## src/core/flash_ctrl_params.svh

```systemverilog
// Constants of the flash host controller: command bytes, addresses, timing counts.
// Assumes a 100 MHz controller clock; times are in ns and rounded to cycles here.
`ifndef FLASH_CTRL_PARAMS_SVH
`define FLASH_CTRL_PARAMS_SVH

// ----------------------------------------------------------------------------
// Command sequence addresses and bytes
// ----------------------------------------------------------------------------
`define FL_UNLOCK1_ADDR   18'h0_0555
`define FL_UNLOCK2_ADDR   18'h0_02AA
`define FL_ZERO_ADDR      18'h0_0000
`define FL_UNLOCK1_BYTE   8'hAA
`define FL_UNLOCK2_BYTE   8'h55
`define FL_CMD_AUTOSEL    8'h90
`define FL_CMD_PROGRAM    8'hA0
`define FL_CMD_ERASE_SET  8'h80
`define FL_CMD_CHIP_ERASE 8'h10
`define FL_CMD_RESET      8'hF0

// ----------------------------------------------------------------------------
// Status bit positions
// ----------------------------------------------------------------------------
`define FL_TOGGLE_BIT     6
`define FL_TIMEOUT_BIT    5

// ----------------------------------------------------------------------------
// Timing
// ----------------------------------------------------------------------------
`define FL_CLK_MHZ        100
`define FL_T_CS_NS        10
`define FL_T_WP_NS        35
`define FL_T_WPH_NS       20
`define FL_T_ACC_NS       120
`define FL_T_RP_NS        500
`define FL_T_RH_NS        50
`define FL_CS_CYC   ((`FL_T_CS_NS * `FL_CLK_MHZ + 999) / 1000)
`define FL_WP_CYC   ((`FL_T_WP_NS * `FL_CLK_MHZ + 999) / 1000)
`define FL_WPH_CYC  ((`FL_T_WPH_NS * `FL_CLK_MHZ + 999) / 1000)
`define FL_ACC_CYC  ((`FL_T_ACC_NS * `FL_CLK_MHZ + 999) / 1000)
`define FL_RP_CYC   ((`FL_T_RP_NS * `FL_CLK_MHZ + 999) / 1000)
`define FL_RH_CYC   ((`FL_T_RH_NS * `FL_CLK_MHZ + 999) / 1000)
`define FL_SYNC_CYC 2
`define FL_POLL_LIMIT 2000000

`endif

```

## src/core/flash_ctrl_pkg.sv

```systemverilog
// Types shared by the flash host controller modules.
// Assumes nothing beyond a SystemVerilog compiler.
package flash_ctrl_pkg;

  // --------------------------------------------------------------------------
  // User operations
  // --------------------------------------------------------------------------
  typedef enum logic [2:0] {
    OP_READ       = 3'b000,
    OP_RESET      = 3'b001,
    OP_PROGRAM    = 3'b010,
    OP_CHIP_ERASE = 3'b011,
    OP_AUTOSEL    = 3'b100,
    OP_HW_RESET   = 3'b101
  } op_t;

  // --------------------------------------------------------------------------
  // Sequencer and bus cycle states
  // --------------------------------------------------------------------------
  typedef enum logic [2:0] {
    ST_IDLE   = 3'b000,
    ST_WRITE  = 3'b001,
    ST_READ   = 3'b010,
    ST_POLL1  = 3'b011,
    ST_POLL2  = 3'b100,
    ST_VERIFY = 3'b101,
    ST_HWRST  = 3'b110,
    ST_FIN    = 3'b111
  } seq_state_t;

  typedef enum logic [1:0] {
    BS_IDLE  = 2'b00,
    BS_SETUP = 2'b01,
    BS_PULSE = 2'b10,
    BS_HOLD  = 2'b11
  } bus_state_t;

endpackage

```

## src/core/flash_host_ctrl.sv

```systemverilog
// Host controller that drives a byte-wide command-sequenced flash by its pins.
// Assumes the board switches the elevated reset level on id_high_voltage_en_o.
// What this block does
// - Write needs CE, WE low, OE high
// - Autoselect persists until reset written
// - Timeout bit high needs reset command
// - Program is four writes, in fixed order
// - Chip erase is six writes
// - Unlock AA/555, 55/2AA and command bytes
`timescale 1ns/1ps
`include "flash_ctrl_params.svh"

module flash_host_ctrl #(
  parameter logic [31:0] POLL_LIMIT = 32'(`FL_POLL_LIMIT)
) (
  // Clock and reset
  input  wire logic              mclk_i,
  input  wire logic              nrst_i,
  // User command
  input  wire logic              cmd_valid_i,
  output logic                   cmd_ready_o,
  input  wire flash_ctrl_pkg::op_t cmd_op_i,
  input  wire logic [17:0]       cmd_addr_i,
  input  wire logic [7:0]        cmd_data_i,
  // User response
  output logic                   rsp_valid_o,
  output logic [7:0]             rsp_data_o,
  output logic                   rsp_err_o,
  // Board levels
  input  wire logic              unprotect_req_i,
  input  wire logic              supply_lockout_level_i,
  output logic                   id_high_voltage_en_o,
  // Flash pins
  output logic [17:0]            fl_addr_o,
  output logic [7:0]             dq_o,
  output logic                   dq_oe_o,
  input  wire logic [7:0]        dq_i,
  output logic                   ce_n_o,
  output logic                   we_n_o,
  output logic                   oe_n_o,
  output logic                   reset_n_o
);
  import flash_ctrl_pkg::*;

  seq_state_t  state;
  op_t         op;
  logic [17:0] op_addr;
  logic [7:0]  op_data;
  logic [2:0]  idx;
  logic        abort;
  logic        issued;
  logic        err;
  logic [7:0]  first_rd;
  logic [31:0] poll_cnt;
  logic [7:0]  hw_cnt;
  logic        hw_release;
  logic        lko_meta;
  logic        lko_sync;
  logic        bus_start;
  logic        bus_write;
  logic [25:0] bus_word;
  logic        bus_done;
  logic [7:0]  bus_rd;

  // --------------------------------------------------------------------------
  // Write step table
  // --------------------------------------------------------------------------
  function automatic logic [25:0] seq_step(input op_t o, input logic [2:0] i,
                                           input logic [17:0] a, input logic [7:0] d);
    logic [25:0] w;
    w = {`FL_ZERO_ADDR, `FL_CMD_RESET};
    if (o != OP_RESET) begin
      case (i)
        3'd0: w = {`FL_UNLOCK1_ADDR, `FL_UNLOCK1_BYTE};
        3'd1: w = {`FL_UNLOCK2_ADDR, `FL_UNLOCK2_BYTE};
        3'd2: w = (o == OP_PROGRAM) ? {`FL_UNLOCK1_ADDR, `FL_CMD_PROGRAM} :
                  (o == OP_CHIP_ERASE) ? {`FL_UNLOCK1_ADDR, `FL_CMD_ERASE_SET} :
                  {`FL_UNLOCK1_ADDR, `FL_CMD_AUTOSEL};
        3'd3: w = (o == OP_PROGRAM) ? {a, d} :
                  (o == OP_CHIP_ERASE) ? {`FL_UNLOCK1_ADDR, `FL_UNLOCK1_BYTE} : w;
        3'd4: w = {`FL_UNLOCK2_ADDR, `FL_UNLOCK2_BYTE};
        3'd5: w = {`FL_UNLOCK1_ADDR, `FL_CMD_CHIP_ERASE};
        default: w = {`FL_ZERO_ADDR, `FL_CMD_RESET};
      endcase
    end
    return w;
  endfunction

  // --------------------------------------------------------------------------
  // Bus request
  // --------------------------------------------------------------------------
  assign bus_start  = ((state == ST_WRITE) || (state == ST_READ) || (state == ST_POLL1) ||
                       (state == ST_POLL2) || (state == ST_VERIFY)) && !issued;
  assign bus_write  = (state == ST_WRITE);
  assign bus_word   = (state != ST_WRITE) ? {op_addr, 8'h00} :
                      abort ? {`FL_ZERO_ADDR, `FL_CMD_RESET} :
                      seq_step(op, idx, op_addr, op_data);

  // Lockout stalls new work; the device resets itself meanwhile.
  assign cmd_ready_o = (state == ST_IDLE) && !lko_sync;

  // --------------------------------------------------------------------------
  // Board level synchroniser and unprotect request
  // --------------------------------------------------------------------------
  always_ff @(posedge mclk_i) begin
    lko_meta <= supply_lockout_level_i;
    lko_sync <= lko_meta;
  end

  // Only switched between operations so no sequence sees the level change.
  always_ff @(posedge mclk_i) begin
    if (!nrst_i) begin
      id_high_voltage_en_o <= 1'b0;
    end else if (state == ST_IDLE) begin
      id_high_voltage_en_o <= unprotect_req_i;
    end
  end

  // --------------------------------------------------------------------------
  // Command sequencer
  // --------------------------------------------------------------------------
  always_ff @(posedge mclk_i) begin
    if (!nrst_i) begin
      state       <= ST_IDLE;
      op          <= OP_READ;
      op_addr     <= 18'h0_0000;
      op_data     <= 8'h00;
      idx         <= 3'd0;
      abort       <= 1'b0;
      issued      <= 1'b0;
      err         <= 1'b0;
      first_rd    <= 8'h00;
      poll_cnt    <= 32'h0000_0000;
      rsp_valid_o <= 1'b0;
      rsp_data_o  <= 8'h00;
      rsp_err_o   <= 1'b0;
    end else begin
      rsp_valid_o <= 1'b0;
      if (bus_start) begin
        issued <= 1'b1;
      end
      case (state)
        ST_IDLE: begin
          if (cmd_valid_i && cmd_ready_o) begin
            op       <= cmd_op_i;
            op_addr  <= cmd_addr_i;
            op_data  <= cmd_data_i;
            idx      <= 3'd0;
            abort    <= 1'b0;
            err      <= 1'b0;
            poll_cnt <= 32'h0000_0000;
            state <= (cmd_op_i == OP_READ) ? ST_READ :
                     (cmd_op_i == OP_HW_RESET) ? ST_HWRST : ST_WRITE;
          end
        end
        ST_WRITE: begin
          if (bus_done) begin
            issued <= 1'b0;
            if (abort || op == OP_RESET) begin
              state <= ST_FIN;
            end else if (op == OP_AUTOSEL && idx >= 3'd2) begin
              // Reset written after the code read leaves autoselect mode.
              state <= (idx == 3'd2) ? ST_READ : ST_FIN;
            end else if ((op == OP_PROGRAM && idx == 3'd3) ||
                         (op == OP_CHIP_ERASE && idx == 3'd5)) begin
              state <= ST_POLL1;
            end else if (lko_sync) begin
              abort <= 1'b1;
              err   <= 1'b1;
              state <= ST_FIN;
            end else begin
              idx <= idx + 3'd1;
            end
          end
        end
        ST_READ: begin
          if (bus_done) begin
            issued     <= 1'b0;
            rsp_data_o <= bus_rd;
            if (op == OP_AUTOSEL) begin
              idx   <= 3'd3;
              state <= ST_WRITE;
            end else begin
              state <= ST_FIN;
            end
          end
        end
        ST_POLL1: begin
          if (bus_done) begin
            issued   <= 1'b0;
            first_rd <= bus_rd;
            state    <= ST_POLL2;
          end
        end
        ST_POLL2: begin
          if (bus_done) begin
            issued <= 1'b0;
            if (bus_rd[`FL_TOGGLE_BIT] == first_rd[`FL_TOGGLE_BIT]) begin
              state <= (op == OP_PROGRAM) ? ST_VERIFY : ST_FIN;
            end else if (bus_rd[`FL_TIMEOUT_BIT] || poll_cnt == POLL_LIMIT) begin
              abort <= 1'b1;
              err   <= 1'b1;
              state <= ST_WRITE;
            end else begin
              poll_cnt <= poll_cnt + 32'h0000_0001;
              state    <= ST_POLL1;
            end
          end
        end
        ST_VERIFY: begin
          if (bus_done) begin
            issued     <= 1'b0;
            rsp_data_o <= bus_rd;
            err        <= (bus_rd != op_data);
            state      <= ST_FIN;
          end
        end
        ST_HWRST: begin
          if (hw_release) begin
            state <= ST_FIN;
          end
        end
        ST_FIN: begin
          rsp_valid_o <= 1'b1;
          rsp_err_o   <= err;
          state       <= ST_IDLE;
        end
        default: begin
          state <= ST_IDLE;
        end
      endcase
    end
  end

  // --------------------------------------------------------------------------
  // Hardware reset pulse
  // --------------------------------------------------------------------------
  // Held low for the minimum pulse, then a recovery gap before the next cycle.
  always_ff @(posedge mclk_i) begin
    if (!nrst_i) begin
      reset_n_o  <= 1'b1;
      hw_cnt     <= 8'h00;
      hw_release <= 1'b0;
    end else begin
      hw_release <= 1'b0;
      if (state != ST_HWRST) begin
        reset_n_o <= 1'b1;
        hw_cnt    <= 8'h00;
      end else if (hw_release) begin
        hw_cnt <= 8'h00;
      end else if (hw_cnt < 8'(`FL_RP_CYC)) begin
        reset_n_o <= 1'b0;
        hw_cnt    <= hw_cnt + 8'h01;
      end else if (hw_cnt < 8'(`FL_RP_CYC + `FL_RH_CYC)) begin
        reset_n_o <= 1'b1;
        hw_cnt    <= hw_cnt + 8'h01;
      end else begin
        hw_release <= 1'b1;
      end
    end
  end

  // --------------------------------------------------------------------------
  // Pin cycle engine
  // --------------------------------------------------------------------------
  flash_bus_cycle u_bus (
    .mclk_i    (mclk_i),          .nrst_i    (nrst_i),          .start_i   (bus_start),
    .write_i   (bus_write),       .addr_i    (bus_word[25:8]),  .data_i    (bus_word[7:0]),
    .done_o    (bus_done),        .rd_data_o (bus_rd),          .fl_addr_o (fl_addr_o),
    .dq_o      (dq_o),            .dq_oe_o   (dq_oe_o),         .dq_i      (dq_i),
    .ce_n_o    (ce_n_o),          .we_n_o    (we_n_o),          .oe_n_o    (oe_n_o)
  );

endmodule // flash_host_ctrl

```

## src/core/flash_bus_cycle.sv

```systemverilog
// One strobed read or write cycle on the flash pins.
// Assumes start_i is a one-cycle pulse given only while idle.
`timescale 1ns/1ps
`include "flash_ctrl_params.svh"

module flash_bus_cycle (
  // Clock and reset
  input  wire logic        mclk_i,
  input  wire logic        nrst_i,
  // Request
  input  wire logic        start_i,
  input  wire logic        write_i,
  input  wire logic [17:0] addr_i,
  input  wire logic [7:0]  data_i,
  output logic             done_o,
  output logic [7:0]       rd_data_o,
  // Flash pins
  output logic [17:0]      fl_addr_o,
  output logic [7:0]       dq_o,
  output logic             dq_oe_o,
  input  wire logic [7:0]  dq_i,
  output logic             ce_n_o,
  output logic             we_n_o,
  output logic             oe_n_o
);
  import flash_ctrl_pkg::*;

  bus_state_t  bstate;
  logic        is_write;
  logic [7:0]  cnt;
  logic [7:0]  dq_meta;
  logic [7:0]  dq_sync;

  // --------------------------------------------------------------------------
  // Data input synchroniser
  // --------------------------------------------------------------------------
  always_ff @(posedge mclk_i) begin
    dq_meta <= dq_i;
    dq_sync <= dq_meta;
  end

  // --------------------------------------------------------------------------
  // Cycle sequencer
  // --------------------------------------------------------------------------
  // Address is set as CE falls, before WE or OE falls, and held past their rise, so the
  // later falling edge and the earlier rising edge both see stable values.
  always_ff @(posedge mclk_i) begin
    if (!nrst_i) begin
      bstate    <= BS_IDLE;
      is_write  <= 1'b0;
      cnt       <= 8'h00;
      done_o    <= 1'b0;
      rd_data_o <= 8'h00;
      fl_addr_o <= 18'h0_0000;
      dq_o      <= 8'h00;
      dq_oe_o   <= 1'b0;
      ce_n_o    <= 1'b1;
      we_n_o    <= 1'b1;
      oe_n_o    <= 1'b1;
    end else begin
      done_o <= 1'b0;
      case (bstate)
        BS_IDLE: begin
          if (start_i) begin
            is_write  <= write_i;
            fl_addr_o <= addr_i;
            dq_o      <= data_i;
            dq_oe_o   <= write_i;
            ce_n_o    <= 1'b0;
            oe_n_o    <= 1'b1;
            cnt       <= 8'(`FL_CS_CYC);
            bstate    <= BS_SETUP;
          end
        end
        BS_SETUP: begin
          if (cnt <= 8'h01) begin
            if (is_write) begin
              we_n_o <= 1'b0;
              cnt    <= 8'(`FL_WP_CYC);
            end else begin
              oe_n_o <= 1'b0;
              cnt    <= 8'(`FL_ACC_CYC + `FL_SYNC_CYC);
            end
            bstate <= BS_PULSE;
          end else begin
            cnt <= cnt - 8'h01;
          end
        end
        BS_PULSE: begin
          if (cnt <= 8'h01) begin
            if (!is_write) begin
              rd_data_o <= dq_sync;
            end
            we_n_o <= 1'b1;
            oe_n_o <= 1'b1;
            ce_n_o <= 1'b1;
            cnt    <= 8'(`FL_WPH_CYC);
            bstate <= BS_HOLD;
          end else begin
            cnt <= cnt - 8'h01;
          end
        end
        BS_HOLD: begin
          if (cnt <= 8'h01) begin
            dq_oe_o <= 1'b0;
            done_o  <= 1'b1;
            bstate  <= BS_IDLE;
          end else begin
            cnt <= cnt - 8'h01;
          end
        end
        default: begin
          bstate <= BS_IDLE;
        end
      endcase
    end
  end

endmodule // flash_bus_cycle

```

## config.mk

```make
export PLATFORM = sky130hd
export DESIGN_NAME = flash_host_ctrl
export DESIGN_NICKNAME = d
export VERILOG_FILES = /design/src/core/flash_ctrl_pkg.sv /design/src/core/flash_host_ctrl.sv /design/src/core/flash_bus_cycle.sv
export VERILOG_INCLUDE_DIRS = /design/src /design/src/core
export SDC_FILE = /design/constraint.sdc
export NUM_CORES = 1
export LEC_CHECK = 0
export BUFFER_PORTS_ARGS = -buffer_cell sky130_fd_sc_hd__buf_2
export CORE_ASPECT_RATIO = 0.75
export CORE_MARGIN = 2
export CORE_UTILIZATION = 50
export DETAILED_ROUTE_END_ITERATION = 12
export PLACE_DENSITY = 0.72
export SLEW_MARGIN = 20
export SYNTH_ARGS = -nofsm -noshare
export SYNTH_HDL_FRONTEND = slang
export SYNTH_SLANG_ARGS = --single-unit
```

## constraint.sdc

```tcl
create_clock -name mclk_i -period 3.09 [get_ports mclk_i]
set_clock_uncertainty 0.05 [all_clocks]
set_input_delay 0.309 -clock mclk_i [delete_from_list [all_inputs] [get_ports mclk_i]]
set_output_delay 0.309 -clock mclk_i [all_outputs]
set_load 0.03 [all_outputs]
```

# Word-level counts from Yosys, hierarchy flattened
# Index checks and enable logic that the tools add are counted.
# op_classes
n_reduce_logical,52
n_bitwise,3
mux,87
addsub,4
eq_ne,50
order_cmp,4
# op_table
op,n
26-bit case mux with 5 select lines,1
32-bit 2-to-1 mux,4
26-bit 2-to-1 mux,4
3-bit 2-to-1 mux,24
32-bit case mux with 2 select lines,1
8-bit 2-to-1 mux,6
32-bit by 1-bit adder with 32-bit output (second input constant),1
32-bit by 21-bit equality test with 1-bit output (second input constant),1
8-bit case mux with 4 select lines,1
1-bit 2-to-1 mux,27
3-bit equality test (second input constant),8
2-bit != test (second input constant),12
3-bit case mux with 8 select lines,1
2-bit by 1-bit != test with 1-bit output (second input constant),11
19-bit 2-to-1 mux,1
3-bit by 2-bit equality test with 1-bit output (second input constant),6
8-bit by 6-bit less-than comparator with 1-bit output (second input constant),2
2-bit AND reduction,7
2-bit 2-to-1 mux,6
11-bit AND reduction,1
10-bit AND reduction,1
5-bit AND reduction,2
2-bit nonzero test,5
3-bit by 1-bit equality test with 1-bit output (second input constant),3
36 further kinds,64
# totals
elab_cells,232
out_inout_bits,43
register_bits,166

# Longest topological paths before layout
# depth
depth_word,9
depth_mapped,10
ltp_nobuf,7

# By module
# From an unflattened synthesis, not the netlist that was laid out.
# unflattened
cells_unflattened,907
hier_area_um2,7541.0
# by_module_without_submodules
module,area_each_um2,instances,cells_each
flash_host_ctrl,4917.2,1,621
flash_bus_cycle,2623.8,1,286

# Worst setup path before layout
# OpenSTA, ideal clock, no wires.
# synth_path
kind,register to register
start,register state[2]
end,register poll_cnt[5]
synth_period_minus_slack_ns,2.284
setup_ns,0.072
arrival_time_ns,2.163
path_stages_with_launch,7
path_slack_ns,0.806
cell_sequence,dfxtp_1 > nor4_2 > a32o_2 > nand2_2 > buf_2 > nor4_1 > mux2i_1
# synth_via
elab_chain_cells,5
word_cells_on_any_way,11
# synth_rtl
element,line,source
start: declaration,flash_host_ctrl.sv:45,seq_state_t state;
start signal: assignment,flash_host_ctrl.sv:152,state <= (cmd_op_i == OP_READ) ? ST_READ :
start signal: assignment,flash_host_ctrl.sv:163,state <= (idx == 3'd2) ? ST_READ : ST_FIN;
start signal: assignment,flash_host_ctrl.sv:199,state <= (op == OP_PROGRAM) ? ST_VERIFY : ST_FIN;
3-bit zero test,flash_host_ctrl.sv:100,assign cmd_ready_o = (state == ST_IDLE) && !lko_sync;
1-bit logical AND,flash_host_ctrl.sv:100,
named net cmd_ready_o,flash_host_ctrl.sv:21,"output logic cmd_ready_o,"
1-bit logical AND,flash_host_ctrl.sv:144,if (cmd_valid_i && cmd_ready_o) begin
2-bit by 1-bit != test with 1-bit output (no line),n/a,
5-bit AND reduction (no line),n/a,
end signal: assignment,flash_host_ctrl.sv:205,poll_cnt <= poll_cnt + 32'h0000_0001;
end: declaration,flash_host_ctrl.sv:54,logic [31:0] poll_cnt;
# The timed path passes the listed nets, and every way through them passes these cells.
# A chain may end at the register's enable or synchronous reset.

# Worst setup path after layout
# layout_path
start,register idx[2]
end,register idx[2]
# layout_via
elab_chain_cells,7
word_cells_on_any_way,17
# layout_rtl
element,line,source
start: declaration,flash_host_ctrl.sv:49,logic [2:0] idx;
start signal: assignment,flash_host_ctrl.sv:172,idx <= idx + 3'd1;
3-bit by 1-bit adder with 3-bit output,flash_host_ctrl.sv:172,
3-bit 2-to-1 mux,flash_host_ctrl.sv:167,end else if (lko_sync) begin
3-bit 2-to-1 mux,flash_host_ctrl.sv:164,end else if ((op == OP_PROGRAM && idx == 3'd3) ||
3-bit 2-to-1 mux,flash_host_ctrl.sv:161,end else if (op == OP_AUTOSEL && idx >= 3'd2) begin
3-bit 2-to-1 mux,flash_host_ctrl.sv:159,if (abort || op == OP_RESET) begin
3-bit 2-to-1 mux,flash_host_ctrl.sv:157,if (bus_done) begin
3-bit case mux with 3 select lines,flash_host_ctrl.sv:142,case (state)
# Several ways; a longest one is shown, not always the timed one. The select of a mux whose other input is x is not followed.

==> results.sh <==
export IMPL_outcome="complete, no violations"
export IMPL_max_cap_violations=0
export IMPL_final_hold_viol_count=0
export IMPL_cts_tree="done"
export IMPL_r2r_end="idx[2]"
export IMPL_synthFlopType="dfxtp_1"
export IMPL_post_drt_wl_per_cell_um=15.6
export IMPL_grtUsageTotal=0.241
export IMPL_grt_pass1_wl_mm=29.7
export IMPL_setup_ws_ns=0.576
export IMPL_async_flop_share=0
export IMPL_grt_max_degree=38
export IMPL_synth_area_leaders="dfxtp_1 44%, a21oi_1 6.3%, nand2_1 6.2%"
export IMPL_final_min_clock_period_ns=2.51
export IMPL_clk_pin_slew_ns=0.07
export IMPL_period_share=0.814
export IMPL_syn_nets=923
export IMPL_rows=38
export IMPL_gp_routability_congestion=0.928
export IMPL_slew_viol_final=0
export IMPL_placed_cell_area_um2=7920
export IMPL_final_nets=1002
export IMPL_leakagePower_nw=3.33
export IMPL_syn_mean_instance_area_um2=8.48
export IMPL_hp_start="cmd_addr_i[13]"
export IMPL_cp_start_kind="register"
export IMPL_clkLatencyLatePin_ns=0.43
export IMPL_drt_initial_drc_count=517
export IMPL_synthAdderAreaFrac=0.0255
export IMPL_firstDrtPassIters=5
export IMPL_drive_above_1_share=0.162
export IMPL_ioPinCount=85
export IMPL_netlist_instances=866
export IMPL_p_per_area_nw_per_um2=806
export IMPL_muxShareOfSynthArea=0.0424
export IMPL_yosysSeqAreaShare=0.436
export IMPL_fmax_ghz=0.398
export IMPL_crit_fanout=12
export IMPL_dp_slack_ns=0.620
export IMPL_synth_top_area_frac=0.436
export IMPL_fin_area_um2=8620
export IMPL_whs_ns=0.0647
export IMPL_hp_class="in -> reg"
export IMPL_worst_setup_path_type="reg -> reg"
export IMPL_setup_tns_ns=0
export IMPL_worst_slew_pin_slew_ns=0.763
export IMPL_syn_area_um2=7350
export IMPL_min_to="op_addr[13]"
export IMPL_die_w_um=144
export IMPL_yosys_top_cells_count="160 x dfxtp_1, 122 x nand2_1, 92 x a21oi_1, 66 x nor2_1"
export IMPL_cts_sinks=160
export IMPL_grt_ovfl_total=0
export IMPL_r2r_cells=7
export IMPL_ys_ff_latch=160
export IMPL_via_per_inst=5.73
export IMPL_grt_pass1_vias=5985
export IMPL_antenna_found_initial=0
export IMPL_max_slew_margin=0.491
export IMPL_yosysMostFrequentCell="dfxtp_1"
export IMPL_start_util=0.510
export IMPL_routed_wl_mm=18.1
export IMPL_place_port_buffers=84
export IMPL_synth_compound_area_frac=0.183
export IMPL_postCtsSetupBuffers=0
export IMPL_dieArea_um2=15700
export IMPL_setup_violations=0
export IMPL_endpoint_kind="register"
export IMPL_area_growth_pct=17.4
export IMPL_power_mw=6.95
export IMPL_grt_setup_unrepaired="false"
export IMPL_synth_edf_count=0
export IMPL_drc_errors=0
export IMPL_synthXorXnorAreaFrac=0.0225
export IMPL_vias=6635
export IMPL_drtAntennaViolNets=0
export IMPL_synth_distinct_cells=74
export IMPL_vdd_ir_drop_worst_uv=448
export IMPL_cts_resized=0
export IMPL_cp_arrival_ns=2.82
export IMPL_hold_depth=3
export IMPL_clockBufferDepth=2
export IMPL_r2r_slack_ns=0.58
export IMPL_cts_made_buffers=17
export IMPL_synth_warnings=0
export IMPL_reg2reg_from="idx[2]"
export IMPL_synth_top_family_by_area="simple AND/OR/NAND/NOR gates"
export IMPL_die_h_um=109
export IMPL_synth_largest_area_cell="dfxtp_1"
export IMPL_diodes=0
export IMPL_synth_simple_area_share=0.250
export IMPL_crit_required_ns=3.40
export IMPL_htree_levels=4
export IMPL_hpwl_mm=12.2
export IMPL_coreArea_um2=14400
export IMPL_cts_root_buf="clkbuf_16"
-- worst max path at each step --
stage | endpoint | start | slack [ns] | depth (start not counted)
finish | idx[2] | idx[2] | 0.58 | 7
global route | idx[2] | idx[2] | 0.37 | 7
CTS | poll_cnt[27] | state[1] | 0.59 | 5
global placement | poll_cnt[27] | state[1] | 0.63 | 5
floorplan | poll_cnt[5] | state[2] | 0.81 | 6
detailed placement | poll_cnt[27] | state[1] | 0.62 | 5
-- layer usage --
metal,GRT usage,part of all wire,vias to the layer above
met5,0,0,-
met2,0.349,0.42,226
met4,0.0707,0.013,0
met1,0.346,0.49,3088
met3,0.0711,0.075,22
li1,-,-,3299
-- sequential cells by signal, summed over array words and instances, names as in the netlist, 2 cells and up --
signal / cells
idx: 3
u_bus.fl_addr_o: 18
op: 3
u_bus.bstate: 2
op_addr: 18
u_bus.dq_meta: 8
poll_cnt: 32
op_data: 8
u_bus.cnt: 8
u_bus.dq_o: 8
u_bus.dq_sync: 8
hw_cnt: 8
rsp_data_o: 8
u_bus.rd_data_o: 8
state: 3
-- cell type report --
| type | instances | area, um2 |
|---|---|---|
| repair buffers | 105 | 601 |
| clock buffers | 17 | 425 |
| flip-flops and latches | 160 | 3200 |
| well taps | 200 | 250 |
| inverters | 26 | 97.6 |
| multi-input cells | 635 | 3860 |
| fillers | 1306 | 5780 |
| clock inverters | 15 | 189 |
-- power breakdown --
group	total [mW]	internal (mW)	switching, mW
combinational	2.26	0.800	1.46
sequential	2.51	2.27	0.233
clock	2.18	1.24	0.948
total	6.95	4.31	2.64
-- worst max-delay path, cell delays in order (launching register included) --
cell and delay [ns]:
dfxtp_1 0.54, inv_1 0.12, ha_1 0.32, and4bb_2 0.30, a31oi_1 0.27, a21oi_1 0.19, or4_1 0.50, a21oi_1 0.15
-- placed cells by master, fill, tap and decap left out, types with 13 or more instances in the layout --
cell type  count
nand3_1       24
or4_1         22
ha_1          15
nor2_1        66
o211ai_1      18
nand4_1       16
dfxtp_1      160
inv_1         24
mux2i_1       30
nor3_1        13
buf_2         84
clkbuf_16     17
nand2_1      122
nor4_1        15
o21ai_0       30
o31ai_1       18
a21oi_1       92
-- logic make-up after synthesis --
| group | Yosys count |
|---|---|
| compound gates | 216 |
| xor+xnor | 18 |
| fa+ha+maj | 15 |
| buf+inv | 71 |
| flops | 160 |
| mux | 31 |
| simple gates | 355 |
-- through the flow --
step | utilization | cells
floorplan | - | 866
global placement | 0.550 | 1117
detailed placement | 0.550 | 1117
CTS | 0.598 | 1158
global route | 0.599 | 1158
finish | 0.599 | 1158
-- repair_timing --
action                     CTS  global route
setup endpoints to repair    0             0
hold endpoints to repair     9             0
hold buffers                 9             0
(Power assumes the default switching activity.)
